$ cat src/rtl/mcd_pkg.sv
package mcd_pkg;

  // Header field positions
  localparam int PIPE_TYPE_MSB = 28;
  localparam int PIPE_TYPE_LSB = 27;
  localparam int OPCODE_MSB    = 26;
  localparam int OPCODE_LSB    = 24;
  localparam int SUB_A_MSB     = 23;
  localparam int SUB_A_LSB     = 21;
  localparam int SUB_B_MSB     = 20;
  localparam int SUB_B_LSB     = 16;

  localparam int HDR_W = 32;

  // Field values
  localparam logic [1:0] PIPE_MEDIA     = 2'h2;
  localparam logic [2:0] OPC_AVC        = 3'h1;
  localparam logic [2:0] OPC_VC1        = 3'h2;
  localparam logic [2:0] OPC_MPEG2      = 3'h3;
  localparam logic [2:0] OPC_RSVD_4     = 3'h4;
  localparam logic [2:0] OPC_RSVD_5     = 3'h5;
  localparam logic [2:0] OPC_RSVD_7     = 3'h7;
  localparam logic [2:0] GRP_COMMON     = 3'h0;
  localparam logic [2:0] GRP_DEC        = 3'h1;
  localparam logic [2:0] GRP_ENC        = 3'h2;
  localparam logic [4:0] SUBB_0         = 5'h00;
  localparam logic [4:0] SUBB_1         = 5'h01;
  localparam logic [4:0] SUBB_2         = 5'h02;
  localparam logic [4:0] SUBB_OBJECT    = 5'h08;
  localparam logic [4:0] SUBB_PACK      = 5'h09;

  // Reset value of the result valid flag
  localparam logic RESET_VALID = 1'b0;

  typedef enum logic [3:0] {
    MCD_CMD_NONE                           = 4'h0,
    MCD_CMD_AVC_DECODE_OBJECT              = 4'h1,
    MCD_CMD_AVC_ENC_FWD_QUANT_MATRIX_STATE = 4'h2,
    MCD_CMD_AVC_ENC_INSERT_OBJECT          = 4'h3,
    MCD_CMD_AVC_ENC_PACK_OBJECT            = 4'h4,
    MCD_CMD_VC1_PICTURE_STATE              = 4'h5,
    MCD_CMD_VC1_PREDICTION_PIPE_STATE      = 4'h6,
    MCD_CMD_VC1_DIRECT_MODE_STATE          = 4'h7,
    MCD_CMD_VC1_DECODE_OBJECT              = 4'h8,
    MCD_CMD_MPEG2_PICTURE_STATE            = 4'h9,
    MCD_CMD_MPEG2_QUANT_MATRIX_STATE       = 4'ha,
    MCD_CMD_MPEG2_DECODE_OBJECT            = 4'hb
  } mcd_cmd_t;

  typedef enum logic [1:0] {
    MCD_LVL_NONE  = 2'h0,
    MCD_LVL_IMAGE = 2'h1,
    MCD_LVL_SLICE = 2'h2
  } mcd_level_t;

  typedef struct packed {
    logic [1:0] pipe_type;
    logic [2:0] opcode;
    logic [2:0] sub_opcode_a;
    logic [4:0] sub_opcode_b;
  } mcd_fields_t;

  typedef struct packed {
    mcd_cmd_t         cmd;
    mcd_level_t       level;
    logic             interruptible;
    logic             invalid;
    logic             unhandled;
    logic             start;
    logic [HDR_W-1:0] header;
  } mcd_result_t;

endpackage : mcd_pkg

$ cat src/rtl/mcd_decoder.sv
`timescale 1ns/10ps
// Contract
// - Fields at bits 28:27, 26:24, 23:21, 20:16
// - AVC decode object, not interruptible
// - AVC forward quant matrix state, image level
// - AVC encoder bitstream insert object
// - AVC pack object interruptible; A-1Fh reserved
// - VC1 picture, prediction, direct-mode state mapping
// - VC1 decode object, interruptible
// - VC1 encode group entirely reserved
// - MPEG2 picture and quant matrix; rest reserved
// - MPEG2 decode object, interruptible
// - MPEG2 encode group entirely reserved
module mcd_decoder (
  input  wire logic                  clk,
  input  wire logic                  rst,
  input  wire logic                  hdr_valid,
  input  wire logic [mcd_pkg::HDR_W-1:0] hdr_data,
  output logic                       hdr_ready,
  output logic                       res_valid,
  input  wire logic                  res_ready,
  output mcd_pkg::mcd_result_t       res
);
  import mcd_pkg::*;

  logic        res_valid_reg;
  mcd_result_t res_reg;
  mcd_result_t res_next;

  function automatic mcd_fields_t split_header(input logic [HDR_W-1:0] h);
    mcd_fields_t f;
    f.pipe_type    = h[PIPE_TYPE_MSB:PIPE_TYPE_LSB];
    f.opcode       = h[OPCODE_MSB:OPCODE_LSB];
    f.sub_opcode_a = h[SUB_A_MSB:SUB_A_LSB];
    f.sub_opcode_b = h[SUB_B_MSB:SUB_B_LSB];
    return f;
  endfunction : split_header

  // Classifies one header. Groups outside this decoder's map are flagged
  // unhandled rather than invalid so another decoder can claim them.
  function automatic mcd_result_t classify(input logic [HDR_W-1:0] h);
    mcd_result_t r;
    mcd_fields_t f;
    logic        in_map;
    r             = '0;
    f             = split_header(h);
    in_map        = 1'b1;
    r.header      = h;
    r.cmd         = MCD_CMD_NONE;
    r.level       = MCD_LVL_NONE;
    if (f.pipe_type != PIPE_MEDIA) begin
      in_map = 1'b0;
    end else begin
      case (f.opcode)
        OPC_AVC: begin
          if (f.sub_opcode_a == GRP_DEC) begin
            if (f.sub_opcode_b == SUBB_OBJECT) begin
              r.cmd           = MCD_CMD_AVC_DECODE_OBJECT;
              r.interruptible = 1'b0;
            end
          end else if (f.sub_opcode_a == GRP_ENC) begin
            case (f.sub_opcode_b)
              SUBB_2: begin
                r.cmd   = MCD_CMD_AVC_ENC_FWD_QUANT_MATRIX_STATE;
                r.level = MCD_LVL_IMAGE;
              end
              SUBB_OBJECT: begin
                r.cmd = MCD_CMD_AVC_ENC_INSERT_OBJECT;
              end
              SUBB_PACK: begin
                r.cmd           = MCD_CMD_AVC_ENC_PACK_OBJECT;
                r.interruptible = 1'b1;
              end
              default: begin
                r.cmd = MCD_CMD_NONE;
              end
            endcase
          end else begin
            // AVC common state belongs to another decoder
            in_map = 1'b0;
          end
        end
        OPC_VC1: begin
          if (f.sub_opcode_a == GRP_COMMON) begin
            case (f.sub_opcode_b)
              SUBB_0: begin
                r.cmd   = MCD_CMD_VC1_PICTURE_STATE;
                r.level = MCD_LVL_IMAGE;
              end
              SUBB_1: begin
                r.cmd   = MCD_CMD_VC1_PREDICTION_PIPE_STATE;
                r.level = MCD_LVL_IMAGE;
              end
              SUBB_2: begin
                r.cmd   = MCD_CMD_VC1_DIRECT_MODE_STATE;
                r.level = MCD_LVL_SLICE;
              end
              default: begin
                r.cmd = MCD_CMD_NONE;
              end
            endcase
          end else if (f.sub_opcode_a == GRP_DEC) begin
            if (f.sub_opcode_b == SUBB_OBJECT) begin
              r.cmd           = MCD_CMD_VC1_DECODE_OBJECT;
              r.interruptible = 1'b1;
            end
          end else begin
            // Encode group and unlisted groups stay reserved
            r.cmd = MCD_CMD_NONE;
          end
        end
        OPC_MPEG2: begin
          if (f.sub_opcode_a == GRP_COMMON) begin
            case (f.sub_opcode_b)
              SUBB_0: begin
                r.cmd   = MCD_CMD_MPEG2_PICTURE_STATE;
                r.level = MCD_LVL_IMAGE;
              end
              SUBB_1: begin
                r.cmd   = MCD_CMD_MPEG2_QUANT_MATRIX_STATE;
                r.level = MCD_LVL_IMAGE;
              end
              default: begin
                r.cmd = MCD_CMD_NONE;
              end
            endcase
          end else if (f.sub_opcode_a == GRP_DEC) begin
            if (f.sub_opcode_b == SUBB_OBJECT) begin
              r.cmd           = MCD_CMD_MPEG2_DECODE_OBJECT;
              r.interruptible = 1'b1;
            end
          end else begin
            r.cmd = MCD_CMD_NONE;
          end
        end
        OPC_RSVD_4, OPC_RSVD_5, OPC_RSVD_7: begin
          r.cmd = MCD_CMD_NONE;
        end
        default: begin
          // Common and crypto maps are decoded elsewhere
          in_map = 1'b0;
        end
      endcase
    end
    r.unhandled = !in_map;
    r.invalid   = in_map && (r.cmd == MCD_CMD_NONE);
    r.start     = in_map && (r.cmd != MCD_CMD_NONE);
    return r;
  endfunction : classify

  // One result slot; a new header is taken while the slot drains
  assign hdr_ready = !res_valid_reg || res_ready;
  assign res_valid = res_valid_reg;
  assign res       = res_reg;

  always_comb begin
    res_next = classify(hdr_data);
  end

  always_ff @(posedge clk) begin
    if (rst) begin
      res_valid_reg <= RESET_VALID;
    end else if (hdr_ready) begin
      res_valid_reg <= hdr_valid;
    end
  end

  always_ff @(posedge clk) begin
    if (rst) begin
      res_reg <= '0;
    end else if (hdr_ready && hdr_valid) begin
      res_reg <= res_next;
    end
  end

endmodule : mcd_decoder

$ cat config.mk
export PLATFORM = sky130hd
export DESIGN_NAME = mcd_decoder
export DESIGN_NICKNAME = d
export VERILOG_FILES = /design/src/rtl/mcd_pkg.sv /design/src/rtl/mcd_decoder.sv
export SDC_FILE = /design/constraint.sdc
export NUM_CORES = 1
export LEC_CHECK = 0
export ABC_AREA = 1
export BUFFER_PORTS_ARGS = -buffer_cell sky130_fd_sc_hd__buf_2
export CORE_ASPECT_RATIO = 0.9
export CORE_MARGIN = 10
export CORE_UTILIZATION = 50
export DETAILED_ROUTE_END_ITERATION = 12
export PLACE_DENSITY = 0.83
export RECOVER_POWER = 100
export SYNTH_ARGS = -nofsm -noshare
export SYNTH_HDL_FRONTEND = slang
export SYNTH_SLANG_ARGS = --single-unit
$ cat constraint.sdc
create_clock -name clk -period 3.17 [get_ports clk]
set_clock_uncertainty 0.15 [all_clocks]
set_input_delay 0.634 -clock clk [delete_from_list [all_inputs] [get_ports clk]]
set_output_delay 0.634 -clock clk [all_outputs]
set_load 0.03 [all_outputs]
==> impl_metrics.tcl, run 1 <==
set metrics [dict create \
    maxCapViolCount 0 \
    postLayoutCellArea_um2 2310 \
    syn_to_final_growth_pct 24.31 \
    syn_area_um2 1858 \
    hpwl_um 3924 \
    grt_pass1_wl_um 7969 \
    port_buffers 79 \
    min_path_type "reg -> reg" \
    syn_area_per_cell_um2 7.315 \
    timing.rr.start "res_valid" \
    chipHeight_um 77.83 \
    rr_worst_depth 8 \
    tightest_slew_ps 1092 \
    yosys_warnings 0 \
    die_area_um2 6558 \
    crit_required_ps 3200 \
    via_per_inst 5.152 \
    num_rows 20 \
    finalSetupTns_ps 0 \
    gp_congestion 0.9221 \
    rsz0062_at_grt "false" \
    ant_nets 0 \
    grt_pass1_vias 1764 \
    root_buffer "clkbuf_8" \
    critical_path_class "in -> reg" \
    worstHoldPathCells 2 \
    max_stage_delay_ps 810 \
    antenna_found_initial 0 \
    p_leak_nw 0.9939 \
    via_count 1932 \
    seq_area_frac_synth_pct 46.33 \
    fmax_mhz 435.7 \
    route.detailed.drc 0 \
    ff2ff_setup_slack_ps 1000 \
    cts_setup_buffers 0 \
    fin_util_pct 66.40 \
    insertedDiodeCount 0 \
    layout-drive-gt1-share_pct 19.03 \
    initial_utilization_pct 53.42 \
    grt_max_degree 44 \
    ir_worst_vdd_mv 0.2946 \
    wl_per_cell_um 13.69 \
    whs_endpoint "res[35]" \
    hold_viol_final 0 \
    ys_seq_elements 43 \
    status "completed" \
    synth_nets 290 \
    crit_slowest_cell "clkbuf_1" \
    core_um2 3478 \
    critical_path.startpoint "res_ready" \
    r2r-end "res[34]" \
    post_cts_resized 0 \
    largest_reg_flops 42 \
    clk_path_buf_depth 2 \
    powerDensity_nw_per_um2 543.6 \
    drv_slew 0 \
    setup_viol 0 \
    max_slew_margin_pct 27.23 \
    yosysUniqueCellTypes 25 \
    cp_cell_sequence "buf_2 -> inv_1 -> nand2_1 -> nand2_1 -> clkbuf_1 -> nor2_1 -> inv_1 -> a31oi_1 -> nand4_1 -> a21oi_1" \
    cp.arrival_ps 2330 \
    place_area_um2 2270 \
    period_minus_slack_ps 2295 \
    synth_cells 254 \
    cts_tree "done" \
    drtIter0Drc 70 \
    cts-hold-fix-buffers 0 \
    dr.pass1.iters 4 \
    ios 80 \
    clk_pin_slew_ps 80 \
    start_kind "input port" \
    crit_path_end_kind "flip-flop" \
    dieWidth_um 84.26 \
    cts_sinks 43 \
    htree_levels 2 \
    clkLatencyLatePin_ps 290 \
    fillers 365 \
    grt_usage_pct 14.37 \
    finalCritPeriodShare_pct 72.41 \
    crit_fanout 28 \
    drt-total-wl_um 5135 \
    overflow 0 \
    numCtsBuffers 5 \
    nNetsFinal 366 \
    min-delay-start "res[35]" \
]
through the flow:
step | worst slack [ps] | hold slack [ps] | power [W] | cells
after floorplan | 1319 | 433.4 | 0.0007729 | 254
after global placement | 1126 | 301.4 | 0.0008536 | 367
after detailed placement | 1055 | 305.1 | 0.0008587 | 367
after CTS | 1355 | 317.7 | 0.001279 | 375
after global routing | 733.6 | 348.5 | 0.001314 | 375
final | 874.6 | 317.2 | 0.001256 | 375
metal layers:
layer	GRT usage, %	vias up	wire length, um
met5	0	-	0
met4	4.013	0	40
met3	6.785	4	478
met2	23.02	59	2323
met1	16.79	893	2292
li1	-	976	-
area by class of cell:
type | instances | area (um2) | share of cell area (%)
well taps | 44 | 55.05 | 2.384
inverters | 22 | 82.58 | 3.575
clock buffers | 5 | 68.82 | 2.979
repair buffers | 81 | 350.3 | 15.17
flip-flops and latches | 43 | 860.8 | 37.27
multi-input cells | 177 | 848.3 | 36.73
clock inverters | 3 | 43.79 | 1.896
logic make-up (layout without fill, tap and decap cells):
| logic type | after synthesis | in the layout | share of synthesized area [%] |
|---|---|---|---|
| and+or+nand+nor | 108 | 108 | 25.59 |
| AOI/OAI and AO/OA | 69 | 69 | 20.74 |
| DFF | 43 | 43 | 46.33 |
| buffers and inverters | 34 | 111 | 7.340 |
cells in the final DEF (no fill, tap or decap), types with 2 or more instances in the layout:
cell type,n
clkbuf_8,5
nand2_1,28
nor2_2,2
nand2_2,5
nand3b_1,2
inv_1,14
dfxtp_1,43
a21oi_1,24
o21ai_0,41
clkbuf_1,46
nor2_1,55
buf_2,34
nor3_2,2
nand3_1,11
inv_2,7
Yosys cell counts (all sizes together):
| library cell | count | area (um2) |
|---|---|---|
| nand3b | 2 | 15.01 |
| o21bai | 1 | 18.77 |
| nand2 | 33 | 138.9 |
| buf | 2 | 16.26 |
| nor2 | 58 | 230.2 |
| clkinv | 1 | 3.750 |
| a31oi | 1 | 12.51 |
| nand3 | 12 | 65.06 |
| a21oi | 25 | 140.1 |
| dfxtp | 43 | 860.8 |
| o32ai | 1 | 8.760 |
| nor3 | 2 | 20.02 |
| clkbuf | 10 | 37.54 |
| inv | 21 | 78.83 |
| nand4 | 1 | 6.260 |
| o21ai | 41 | 205.2 |
worst max-delay path by stage:
stage | end | slack [ps] | depth (start not counted)
2_1_floorplan | res[34] | 1320 | 9
3_3_place_gp | res[19] | 1130 | 4
3_5_place_dp | res[21] | 1050 | 8
4_1_cts | hdr_ready | 1360 | 4
5_1_grt | res[34] | 730 | 10
6_report | res[34] | 870 | 10
power breakdown:
group	switching, W	total, W	internal, W	leakage [nW]
clock	0.000189	0.000423	0.000235	0.0581
combinational	0.000174	0.000236	0.0000614	0.580
sequential	0.0000184	0.000597	0.000578	0.356
critical path, delay by kind of cell:
| kind | cells | cell delay (ps) |
|---|---|---|
| AOI/OAI and AO/OA | 2 | 150 |
| buffers and inverters | 4 | 1080 |
| and+or+nand+nor | 4 | 450 |
Power figures use the tool's default switching activity.
==> inputs of run 2 (changes only) <==
--- a/config.mk
+++ b/config.mk
@@ -9,9 +9,9 @@
 export BUFFER_PORTS_ARGS = -buffer_cell sky130_fd_sc_hd__buf_2
 export CORE_ASPECT_RATIO = 0.9
 export CORE_MARGIN = 10
-export CORE_UTILIZATION = 50
+export CORE_UTILIZATION = 47
 export DETAILED_ROUTE_END_ITERATION = 12
-export PLACE_DENSITY = 0.83
+export PLACE_DENSITY = 0.79
 export RECOVER_POWER = 100
 export SYNTH_ARGS = -nofsm -noshare
 export SYNTH_HDL_FRONTEND = slang
==> constraint.sdc (replaced) <==
create_clock -name clk -period 2.25 [get_ports clk]
set_clock_uncertainty 0.15 [all_clocks]
set_input_delay 0.45 -clock clk [delete_from_list [all_inputs] [get_ports clk]]
set_output_delay 0.45 -clock clk [all_outputs]
set_load 0.03 [all_outputs]
==> run 2 against run 1 <==
  * Sequential share of layout area decreased by 0.10 points
  * Critical path depth increased by 2
  * Combinational power increased by 44%
  * Largest cell class unchanged
  * Largest power group unchanged
==> impl_metrics.tcl, run 2 (synthesis results as in run 1) <==
set metrics [dict create \
    hpwl_um 4116 \
    via_count 1881 \
    layout-drive-gt1-share_pct 18.32 \
    drv_slew 0 \
    post_cts_resized 0 \
    p_sw_share_pct 31.70 \
    fillers 377 \
    maxCapViolCount 0 \
    p_sw_w 0.0005225 \
    path_buf_inv 1 \
    cp_cell_sequence "buf_2 -> nor2_1 -> nand2_2 -> nor2_1 -> nand2_1 -> nand2_1 -> nand2_1 -> nand3_1 -> nand2_1 -> nand3_2 -> nand2_1 -> a21oi_1" \
    crit_slowest_cell "nor2_1" \
    clk_path_buf_depth 2 \
    core_um2 3757 \
    insertedDiodeCount 0 \
    worstHoldPathCells 2 \
    crit_top_cell "nand2_1" \
    grt_usage_pct 14.98 \
    overflow 0 \
    fmax_mhz 567.8 \
    final_cell_mix "nor2_1 (57), clkbuf_1 (47), dfxtp_1 (43), o21ai_0 (38), buf_2 (34)" \
    nNetsFinal 368 \
    ff2ff_setup_slack_ps 600 \
    tightest_slew_ps 405.9 \
    cts-hold-fix-buffers 0 \
    p_leak_nw 0.9950 \
    period_minus_slack_ps 1761 \
    numCtsBuffers 5 \
    port_buffers 79 \
    ir_worst_vdd_mv 0.3182 \
    critPathTopFamily "simple AND/OR/NAND/NOR gates" \
    hold_viol_final 0 \
    power.share.clock_pct 28.4 \
    start_kind "input port" \
    finalCritPeriodShare_pct 78.27 \
    crit_required_ps 2320 \
    final_common_cell "nor2_1" \
    rr_worst_depth 8 \
    comb_power_share_pct 20.6 \
    grt_max_degree 47 \
    dr.pass1.iters 4 \
    antenna_found_initial 0 \
    ant_nets 0 \
    crit_path_end_kind "flip-flop" \
    max_slew_margin_pct 73.06 \
    syn_to_final_growth_pct 24.65 \
    fin_util_pct 61.64 \
    cts_setup_buffers 0 \
    drtIter0Drc 154 \
    wl_per_cell_um 13.87 \
    timing.rr.start "res_valid" \
    crit_fanout 4 \
    initial_utilization_pct 49.45 \
    drt-total-wl_um 5257 \
    grt_pass1_wl_um 8390 \
    route.detailed.drc 0 \
    grt_pass1_vias 1785 \
    htree_levels 2 \
    min-delay-start "rst" \
    gp_congestion 0.9542 \
    status "completed" \
    whs_endpoint "res[37]" \
    min_path_type "in -> reg" \
    via_per_inst 4.963 \
    clk_pin_slew_ps 80 \
    ios 80 \
    largest_reg_flops 42 \
    root_buffer "clkbuf_8" \
    cp.arrival_ps 1830 \
    dieWidth_um 86.28 \
    p_int_w 0.001126 \
    finalSetupTns_ps 0 \
    critical_path_class "in -> reg" \
    cts_tree "done" \
    chipHeight_um 79.65 \
    seq_power_share_pct 51.0 \
    setup_viol 0 \
    cts_sinks 43 \
    powerDensity_nw_per_um2 711.6 \
    max_stage_delay_ps 290 \
    die_area_um2 6872 \
    power_w 0.001648 \
    clkLatencyLatePin_ps 280 \
    r2r-end "res[34]" \
    rsz0062_at_grt "false" \
    num_rows 21 \
]
-- run 2: cell types whose count changed in the layout (fill, tap and decap cells not counted), sizes merged --
cell	previous run	this run
buf	35	37
bufinv	1	0
clkbuf	51	52
clkinv	3	2
clkinvlp	0	1
-- run 2: how the worst max path moves through the flow --
| stage | slack [ps] | end | startpoint | cells past startpoint |
|---|---|---|---|---|
| floorplan | 580 | res[34] | res_ready | 9 |
| global placement | 420 | res[32] | hdr_data[18] | 12 |
| detailed placement | 410 | res[32] | hdr_data[18] | 12 |
| CTS | 690 | res[34] | res_valid | 8 |
| global route | 280 | res[32] | hdr_data[20] | 12 |
| finish | 490 | res[32] | hdr_data[20] | 12 |
-- run 2: layout make-up --
class / instances / area, um2 / share of cell area, %
Tap cell: 46 / 57.56 / 2.485
Sequential cell: 43 / 860.8 / 37.17
Inverter: 22 / 82.58 / 3.566
Timing Repair Buffer: 83 / 390.4 / 16.86
Clock inverter: 2 / 12.51 / 0.5402
Multi-Input combinational cell: 177 / 839.6 / 36.25
Clock buffer: 6 / 72.57 / 3.133
-- run 2: metrics by stage --
| stage | hold WS [ps] | cells | setup slack, ps | area [um2] |
|---|---|---|---|---|
| 6_report | 246.3 | 379 | 489.0 | 2316 |
| 5_1_grt | 248.4 | 379 | 279.6 | 2316 |
| 4_1_cts | 234.8 | 379 | 685.5 | 2397 |
| 3_3_place_gp | 301.2 | 371 | 419.8 | 2312 |
| 3_5_place_dp | 300.6 | 371 | 409.0 | 2312 |
| 2_1_floorplan | 362.4 | 254 | 583.2 | 1858 |
-- run 2: worst reg2reg max path, delay by kind of cell (launching register included) --
kind | cells | cell delay [ps]
AND/OR/NAND/NOR | 4 | 490
flip-flops | 1 | 310
AO/OA/AOI/OAI | 2 | 360
buffers and inverters | 2 | 270
-- run 2: layer usage --
| layer | up-vias | track usage (%) | part of all wire [%] |
|---|---|---|---|
| li1 | 978 | - | - |
| met1 | 823 | 18.56 | 46 |
| met2 | 75 | 22.73 | 44 |
| met3 | 5 | 6.939 | 9.3 |
| met4 | 0 | 4.369 | 0.95 |
| met5 | - | 0 | 0 |
-- run 2: power groups by stage --
stage / clock network (W) / logic, W / registers, W
after detailed placement: 0 / 0.000362 / 0.000857
after CTS: 0.000485 / 0.000363 / 0.000840
after floorplan: 0 / 0.000125 / 0.000964
after global routing: 0.000516 / 0.000374 / 0.000848
after global placement: 0 / 0.000360 / 0.000854
final: 0.000468 / 0.000340 / 0.000840
